### config.mk
export PLATFORM = sky130hd
export DESIGN_NAME = serial_baud_rate_generator
export DESIGN_NICKNAME = d
export VERILOG_FILES = /design/src/rtl/brg_pkg.sv /design/src/rtl/brg_if.sv /design/src/rtl/rx_majority_sampler.sv /design/src/rtl/serial_baud_rate_generator.sv
export SDC_FILE = /design/constraint.sdc
export NUM_CORES = 1
export LEC_CHECK = 0
export ABC_AREA = 1
export BUFFER_PORTS_ARGS = -buffer_cell sky130_fd_sc_hd__clkbuf_2
export CAP_MARGIN = 10
export CORE_MARGIN = 1.5
export CORE_UTILIZATION = 54
export CTS_CLUSTER_SIZE = 20
export DETAILED_ROUTE_END_ITERATION = 6
export HOLD_SLACK_MARGIN = 0.12
export PLACE_DENSITY_LB_ADDON = 0.3
export REMOVE_ABC_BUFFERS = 1
export SLEW_MARGIN = 20
export SYNTH_ARGS = -nofsm -noshare
export SYNTH_HDL_FRONTEND = slang
export SYNTH_SLANG_ARGS = --single-unit
### constraint.sdc
create_clock -name sys_clk -period 2.28 [get_ports sys_clk]
set_clock_uncertainty 0.1 [all_clocks]
set_input_delay 0.114 -clock sys_clk [delete_from_list [all_inputs] [get_ports sys_clk]]
set_output_delay 0.114 -clock sys_clk [all_outputs]
set_load 0.05 [all_outputs]
### src/rtl/brg_pkg.sv
// constants, register map and decode helpers for the baud rate generator
package brg_pkg;
	localparam int ADDR_W = 3;
	localparam int DATA_W = 8;
	localparam int DIV_W  = 16;
	localparam int PRE_W  = 6;
	localparam int POS_W  = 2;

	// clock period of sys_clk
	localparam int CLK_PERIOD_NS = 10;

	// register offsets
	localparam logic [ADDR_W-1:0] OFF_TX_STATUS_CONTROL = 3'h0;
	localparam logic [ADDR_W-1:0] OFF_RX_STATUS_CONTROL = 3'h1;
	localparam logic [ADDR_W-1:0] OFF_BAUD_CONTROL      = 3'h2;
	localparam logic [ADDR_W-1:0] OFF_BAUD_DIVISOR_LOW  = 3'h3;
	localparam logic [ADDR_W-1:0] OFF_BAUD_DIVISOR_HIGH = 3'h4;

	// reset values
	localparam logic [DATA_W-1:0] RST_TX_STATUS_CONTROL = 8'h02;
	localparam logic [DATA_W-1:0] RST_RX_STATUS_CONTROL = 8'h00;
	localparam logic [DATA_W-1:0] RST_BAUD_CONTROL      = 8'h40;
	localparam logic [DATA_W-1:0] RST_BAUD_DIVISOR      = 8'h00;

	// field positions
	localparam int TX_SYNC_BIT = 4;
	localparam int TX_HS_BIT   = 2;
	localparam int TX_TRMT_BIT = 1;
	localparam int RX_SPEN_BIT = 7;
	localparam int BC_IDLE_BIT = 6;
	localparam int BC_WIDE_BIT = 3;

	// writable bits; the others are status or unimplemented
	localparam logic [DATA_W-1:0] WMASK_TX_STATUS_CONTROL = 8'hfd;
	localparam logic [DATA_W-1:0] WMASK_RX_STATUS_CONTROL = 8'hf8;
	localparam logic [DATA_W-1:0] WMASK_BAUD_CONTROL      = 8'h9b;

	// prescale terminal counts: factor minus one
	localparam logic [PRE_W-1:0] PRE_M1_64 = 6'h3f;
	localparam logic [PRE_W-1:0] PRE_M1_16 = 6'h0f;
	localparam logic [PRE_W-1:0] PRE_M1_4  = 6'h03;

	// positions of the three line samples inside one bit
	localparam logic [POS_W-1:0] SMP_POS_FIRST = 2'h0;
	localparam logic [POS_W-1:0] SMP_POS_MID   = 2'h1;
	localparam logic [POS_W-1:0] SMP_POS_LAST  = 2'h2;

	localparam logic [DATA_W-1:0] ZERO_BYTE = 8'h00;
	localparam logic [DIV_W-1:0]  DIV_ZERO  = 16'h0000;
	localparam logic [DIV_W-1:0]  DIV_ONE   = 16'h0001;
	localparam logic [PRE_W-1:0]  PRE_ZERO  = 6'h00;
	localparam logic [PRE_W-1:0]  PRE_ONE   = 6'h01;
	localparam logic [PRE_W-1:0]  PRE_TWO   = 6'h02;

	// division factor minus one for the mode bits
	function automatic logic [PRE_W-1:0] prescale_m1(input logic sync, input logic hs, input logic wide);
		if (sync)
			return PRE_M1_4;
		else if (hs && wide)
			return PRE_M1_4;
		else if (hs || wide)
			return PRE_M1_16;
		else
			return PRE_M1_64;
	endfunction

	// majority of three samples
	function automatic logic maj3(input logic a, input logic b, input logic c);
		return (a & b) | (a & c) | (b & c);
	endfunction
endpackage

### src/rtl/brg_if.sv
// sample strobes from the divider to the receive-line sampler
`timescale 1ns/1ps
interface brg_if;
	logic                      sample_stb;
	logic [brg_pkg::POS_W-1:0] sample_pos;
	logic                      rx_pin;
	logic                      rx_level;

	modport gen (output sample_stb, output sample_pos, output rx_pin, input rx_level);
	modport smp (input sample_stb, input sample_pos, input rx_pin, output rx_level);
endinterface

### src/rtl/rx_majority_sampler.sv
// three-sample majority detector on the receive line
`timescale 1ns/1ps
module rx_majority_sampler (
	input  wire logic sys_clk,
	input  wire logic reset,
	brg_if.smp        bus
);
	import brg_pkg::*;

	logic s0_r;
	logic s1_r;
	logic level_r;

	// samples one and two are held, the third resolves the vote directly
	always_ff @(posedge sys_clk) begin
		if (reset) begin
			s0_r    <= 1'b1;
			s1_r    <= 1'b1;
			level_r <= 1'b1;
		end else if (bus.sample_stb) begin
			if (bus.sample_pos == SMP_POS_FIRST)
				s0_r <= bus.rx_pin;
			if (bus.sample_pos == SMP_POS_MID)
				s1_r <= bus.rx_pin;
			if (bus.sample_pos == SMP_POS_LAST)
				level_r <= maj3(s0_r, s1_r, bus.rx_pin);
		end
	end

	assign bus.rx_level = level_r;
endmodule // rx_majority_sampler

### src/rtl/serial_baud_rate_generator.sv
// baud rate generator with register port and receive-line sampler
//
// Our own choices: strobed register access and the address map.
`timescale 1ns/1ps

// Notes on behaviour
// - tick timing counts only sys_clk cycles
// - receive level is majority of three samples
// - async, 8-bit, low speed: divide by 64(n+1)
// - async, 16-bit, low speed: divide by 16(n+1)
// - sync ignores high speed: divide by 4(n+1)
// - divisor is high byte above low byte
// - narrow divider ignores high byte by default
// - divisor write clears the free-running timer
module serial_baud_rate_generator (
	input  wire logic                          sys_clk,
	input  wire logic                          reset,
	input  wire logic [brg_pkg::ADDR_W-1:0]    addr,
	input  wire logic [brg_pkg::DATA_W-1:0]    wr_data,
	input  wire logic                          wr_en,
	input  wire logic                          rd_en,
	output logic      [brg_pkg::DATA_W-1:0]    rd_data,
	input  wire logic                          rx_in,
	output logic                               baud_tick,
	output logic                               rx_level
);
	import brg_pkg::*;

	logic [DATA_W-1:0] tx_ctl_r;
	logic [DATA_W-1:0] rx_ctl_r;
	logic [DATA_W-1:0] baud_ctl_r;
	logic [DATA_W-1:0] div_low_r;
	logic [DATA_W-1:0] div_high_r;
	logic [DATA_W-1:0] rd_data_r;
	logic [DATA_W-1:0] rd_data_nxt;
	logic [DIV_W-1:0]  div_cnt_r;
	logic [DIV_W-1:0]  div_cnt_nxt;
	logic [PRE_W-1:0]  pre_cnt_r;
	logic [PRE_W-1:0]  pre_cnt_nxt;
	logic              tick_r;
	logic              tick_nxt;
	logic              stb_r;
	logic              stb_nxt;
	logic [POS_W-1:0]  pos_r;
	logic [POS_W-1:0]  pos_nxt;
	logic              level_r;

	brg_if link ();

	// register decode
	wire wr_tx    = wr_en && addr == OFF_TX_STATUS_CONTROL;
	wire wr_rx    = wr_en && addr == OFF_RX_STATUS_CONTROL;
	wire wr_baud  = wr_en && addr == OFF_BAUD_CONTROL;
	wire wr_low   = wr_en && addr == OFF_BAUD_DIVISOR_LOW;
	wire wr_high  = wr_en && addr == OFF_BAUD_DIVISOR_HIGH;
	wire div_write = wr_low || wr_high;

	// mode bits steering the divider
	// mode changes act at once; only a divisor write or clearing port_enable restarts the timer
	wire sync_mode = tx_ctl_r[TX_SYNC_BIT];
	wire high_speed_select   = tx_ctl_r[TX_HS_BIT];
	wire wide_divider_enable = baud_ctl_r[BC_WIDE_BIT];
	wire port_enable = rx_ctl_r[RX_SPEN_BIT];

	// divisor: high byte only counts in wide mode
	wire [DIV_W-1:0] divisor = wide_divider_enable ? {div_high_r, div_low_r}
		: {ZERO_BYTE, div_low_r};
	wire [PRE_W-1:0] pre_m1 = prescale_m1(sync_mode, high_speed_select, wide_divider_enable);

	// disabled port holds the divider in reset
	wire div_clear = !port_enable || div_write;
	// compare with >= so a shrinking divisor or factor cannot strand the count
	wire div_wrap  = div_cnt_r >= divisor;
	wire pre_last  = pre_cnt_r >= pre_m1;
	wire [PRE_W-1:0] pre_mid  = pre_m1 >> 1;
	wire [PRE_W-1:0] pre_off  = pre_cnt_r - pre_mid;
	wire             in_window = pre_cnt_r >= pre_mid && pre_off <= PRE_TWO;

	// divider next state
	// prescale steps only on a divider wrap, so the factor multiplies (n+1)
	assign div_cnt_nxt = (div_clear || div_wrap) ? DIV_ZERO : div_cnt_r + DIV_ONE;
	assign pre_cnt_nxt = div_clear ? PRE_ZERO
		: div_wrap ? (pre_last ? PRE_ZERO : pre_cnt_r + PRE_ONE) : pre_cnt_r;
	assign tick_nxt    = !div_clear && div_wrap && pre_last;
	assign stb_nxt     = !div_clear && div_wrap && in_window;
	assign pos_nxt     = pre_off[POS_W-1:0];

	// divider and prescale counters
	always_ff @(posedge sys_clk) begin
		if (reset) begin
			div_cnt_r <= DIV_ZERO;
			pre_cnt_r <= PRE_ZERO;
			tick_r    <= 1'b0;
			stb_r     <= 1'b0;
			pos_r     <= SMP_POS_FIRST;
		end else begin
			div_cnt_r <= div_cnt_nxt;
			pre_cnt_r <= pre_cnt_nxt;
			tick_r    <= tick_nxt;
			stb_r     <= stb_nxt;
			pos_r     <= pos_nxt;
		end
	end

	// software registers; status bits are masked from writes
	always_ff @(posedge sys_clk) begin
		if (reset) begin
			tx_ctl_r   <= RST_TX_STATUS_CONTROL;
			rx_ctl_r   <= RST_RX_STATUS_CONTROL;
			baud_ctl_r <= RST_BAUD_CONTROL;
			div_low_r  <= RST_BAUD_DIVISOR;
			div_high_r <= RST_BAUD_DIVISOR;
		end else begin
			if (wr_tx)
				tx_ctl_r <= (wr_data & WMASK_TX_STATUS_CONTROL) | (tx_ctl_r & ~WMASK_TX_STATUS_CONTROL);
			if (wr_rx)
				rx_ctl_r <= (wr_data & WMASK_RX_STATUS_CONTROL) | (rx_ctl_r & ~WMASK_RX_STATUS_CONTROL);
			if (wr_baud)
				baud_ctl_r <= (wr_data & WMASK_BAUD_CONTROL) | (baud_ctl_r & ~WMASK_BAUD_CONTROL);
			if (wr_low)
				div_low_r <= wr_data;
			if (wr_high)
				div_high_r <= wr_data;
		end
	end

	// read mux; no transmitter here, so the shift register always reads empty
	// status bits are rebuilt at read time rather than stored
	// unmapped places read zero so software can probe the map safely
	wire [DATA_W-1:0] tx_view   = tx_ctl_r | (DATA_W'(1'b1) << TX_TRMT_BIT);
	wire [DATA_W-1:0] idle_mask = DATA_W'(1'b1) << BC_IDLE_BIT;
	wire [DATA_W-1:0] baud_view = (baud_ctl_r & ~idle_mask) | (level_r ? idle_mask : ZERO_BYTE);
	always_comb begin
		rd_data_nxt = ZERO_BYTE;
		unique case (addr)
			OFF_TX_STATUS_CONTROL: rd_data_nxt = tx_view;
			OFF_RX_STATUS_CONTROL: rd_data_nxt = rx_ctl_r;
			OFF_BAUD_CONTROL:      rd_data_nxt = baud_view;
			OFF_BAUD_DIVISOR_LOW:  rd_data_nxt = div_low_r;
			OFF_BAUD_DIVISOR_HIGH: rd_data_nxt = div_high_r;
			default:               rd_data_nxt = ZERO_BYTE;
		endcase
	end

	// read data stands only in the cycle after the strobe
	always_ff @(posedge sys_clk) begin
		if (reset)
			rd_data_r <= ZERO_BYTE;
		else
			rd_data_r <= rd_en ? rd_data_nxt : ZERO_BYTE;
	end

	// the line is taken directly, the input is already synchronous
	// no extra synchroniser: it would only shift the sample points by a cycle
	assign link.sample_stb = stb_r;
	assign link.sample_pos = pos_r;
	assign link.rx_pin     = rx_in;
	assign level_r         = link.rx_level;

	rx_majority_sampler u_sampler (
		.sys_clk (sys_clk),
		.reset   (reset),
		.bus     (link.smp)
	);

	assign rd_data   = rd_data_r;
	assign baud_tick = tick_r;
	assign rx_level  = level_r;
endmodule // serial_baud_rate_generator

==> results.md <==
- Crit path max-delay cell type: dfxtp_1
- Clock-pin slew on the worst setup and hold paths: 0.07 ns
- Cell row count: 29
- Netlist cell types: 35
- Detailed Place HPWL: 5.88 mm
- Leakage: 0.00167 uW
- Layout cells sized above 1: 0.127
- Power Dens Cells: 617 nW/um2
- RSZ-0062 raised after global routing: no
- Synth area leader: dfxtp_1
- H-tree levels: 3
- Synthesized area: 3590 um2
- Mapped Cells: 480
- Core area: 6390 um2
- Yosys warning total: 0
- CP max stage delay: 0.33 ns
- Vias per cell: 5.43
- Starting density of the core: 0.562
- Dpl cell area: 3800 um2
- Routed Antenna Nets: 0
- Worst-Margin Slew: 0.534 ns
- DR top layer: met4
- IO Count: 26
- Clk Latency, worst-skew pair: 0.35 ns
- Worst setup EP type: flop
- N_diodes: 0
- TritonCTS buffer count: 9
- CTS root buf: clkbuf_8
- Seq/Total Area, Yosys: 0.390
- Die W: 84.6 um
- Min-Delay Path Class: in -> reg
- Most frequent cells in the layout: dfxtp_1, nand2_1, inv_1, a21oi_1, nor2_1
- Area fraction of the dominant cell type after synthesis: 0.390
- Fmax achieved: 491 MHz
- Crit path cell chain: buf_4 > nand2_1 > ha_1 > a21oi_1 > o21ai_0 > a21oi_2 > nand3_4 > o21ai_0
- Commonest non-fill, non-tap cell in the layout: dfxtp_1
- Seq cells post-synth: 70
- DIE AREA: 7150 um2
- M1 wire length: 3.70 mm
- Routed WL: 8.07 mm
- CTS tree: built
- DRC viols: 0
- Final instance area: 4250 um2
- Worst vdd ir: 441 uV
- CP max FO: 17
- Initial antenna violation count: 0
- Port bufs: 25
- Period minus WS final: 2.04 ns
- Total number of vias: 3333
- Largest net degree at the start of global routing: 18
- CTS sink cnt: 70
- Crit share post-route: 0.893
- Kind of critical path: reg -> reg
- Setup TNS: 0 ns
- GRT Total Usage: 0.236
- Max cap viols: 0
- Final setup fails: 0
- Vias in the first global route: 3151
- GPL Wtd Cong: 0.883
- Die Ht: 84.6 um
- Syn avg cell area: 7.48 um2
- Ranking of synthesized cells by area: dfxtp_1, ha_1, a21oi_1, nand2_1, inv_1
- Hold Fails Final Rpt: 0
- Worst Path Required: 2.46 ns
- First-pass GRT wire length: 13.7 mm
- Met3 wire len: 365 um
- Layout area overhead: 18.3%
- Met2 wire len: 3.83 mm
- Max clock buf depth: 2
- Critical path startpoint category: flop
- NumNets Final: 574
- 1st-pass router iterations: 4
- Most used cell along the critical path: o21ai_0
- Iter 0 DRT Violations: 197
- Crit path DAT: 2.22 ns
- Status: finished, final reports clean
- Max Slew Vio Count: 0
- Wire per inst: 13.1 um
- Slew HR: 0.642
- GRT Residual Overflow: 0
flip-flops by register name, summed over array words and instances, names as in the netlist:
name and flops:
rx_ctl_r 5, div_high_r 8, tx_ctl_r 7, pre_cnt_r 6, u_sampler.s0_r 1, div_cnt_r 16, baud_ctl_r 5, link.sample_pos 2
u_sampler.bus.rx_level 1, link.sample_stb 1, div_low_r 8, u_sampler.s1_r 1, baud_tick 1, rd_data 8
stage by stage:
stage | utilization | setup WS (ns) | std cells | total power (uW) | hold WS (ns)
3_5_place_dp | 0.596 | 0.162 | 577 | 1470 | 0.313
2_1_floorplan | - | 0.257 | 469 | 1400 | 0.0807
5_1_grt | 0.666 | 0.0191 | 614 | 2710 | 0.271
4_1_cts | 0.665 | 0.153 | 614 | 2640 | 0.220
6_report | 0.666 | 0.243 | 614 | 2620 | 0.234
3_3_place_gp | 0.596 | 0.285 | 577 | 1460 | 0.310
logic make-up (layout without fill, tap and decap cells):
kind of cell | after synthesis | after routing | share of synthesized area
AND/OR/NAND/NOR | 172 | 172 | 0.218
XOR/XNOR | 11 | 11 | 0.0268
adder cells (fa/ha/maj) | 26 | 26 | 0.0927
flip-flops | 70 | 70 | 0.390
buffers and inverters | 82 | 139 | 0.0895
AO/OA/AOI/OAI | 119 | 119 | 0.183
synth_stat cells:
| cell type | count |
|---|---|
| a211oi_1 | 5 |
| a21oi_1 | 57 |
| a21oi_2 | 3 |
| a221oi_1 | 1 |
| buf_2 | 5 |
| buf_6 | 1 |
| clkbuf_1 | 5 |
| clkinv_1 | 2 |
| dfxtp_1 | 70 |
| fa_1 | 1 |
| ha_1 | 25 |
| inv_1 | 66 |
| inv_2 | 3 |
| nand2_1 | 69 |
| nand2_2 | 1 |
| nand3_1 | 28 |
| nand3_2 | 1 |
| nand3_4 | 1 |
| nand3b_1 | 1 |
| nand4_1 | 7 |
| nor2_1 | 38 |
| nor2_2 | 10 |
| nor3_1 | 13 |
| nor3_4 | 1 |
| nor4_1 | 1 |
| o21a_1 | 3 |
| o21ai_0 | 33 |
| o21ai_1 | 1 |
| o21bai_1 | 1 |
| o221ai_1 | 1 |
| o22ai_1 | 12 |
| o31ai_1 | 2 |
| or2_2 | 1 |
| xnor2_1 | 5 |
| xor2_1 | 6 |
where the power goes:
group	leakage [uW]	internal (uW)	switching, uW
Combinational	0.000989	73.5	134
Sequential	0.000567	1250	10.0
Clock	0.000120	704	454
Total	0.00167	2020	598
layer usage:
layer	track usage	up-vias
met1	0.297	1537
li1	-	1706
met5	0	-
met3	0.0560	17
met4	0.0909	0
met2	0.393	73
repair_timing:
item / 4_1_cts / 5_1_grt
hold endpoints to repair: 44 / 0
resized for setup: 0 / 2
setup endpoints to repair: 0 / 7
hold buffers: 21 / 0
setup buffers: 0 / 0
critical path: cells and delay by family, from the launching register on:
family                     cells  cell delay [ns]
buffers and inverters          1             0.16
adders and majority gates      1             0.30
and+or+nand+nor                2             0.36
AOI/OAI and AO/OA              4             0.71
DFF                            1             0.33
path summary, 6_finish.rpt:
path,from,endpoint,slack [ns],depth (start not counted)
worst min register to register,tx_ctl_r[3],tx_ctl_r[3],0.35,2
worst min-delay path,wr_en,baud_ctl_r[3],0.23,3
worst max-delay path,baud_ctl_r[3],pre_cnt_r[1],0.24,8
worst max register to register,baud_ctl_r[3],pre_cnt_r[1],0.24,8
cell type report:
cell class	instances	area, um2
Multi-Input combinational cell	328	1870
Clock buffer	13	169
Timing Repair Buffer	52	380
Sequential cell	70	1400
Clock inverter	3	65.1
Tap cell	77	96.3
Inverter	71	267
Fill cell	545	2140
No activity file was read; power rests on OpenSTA's default activity.
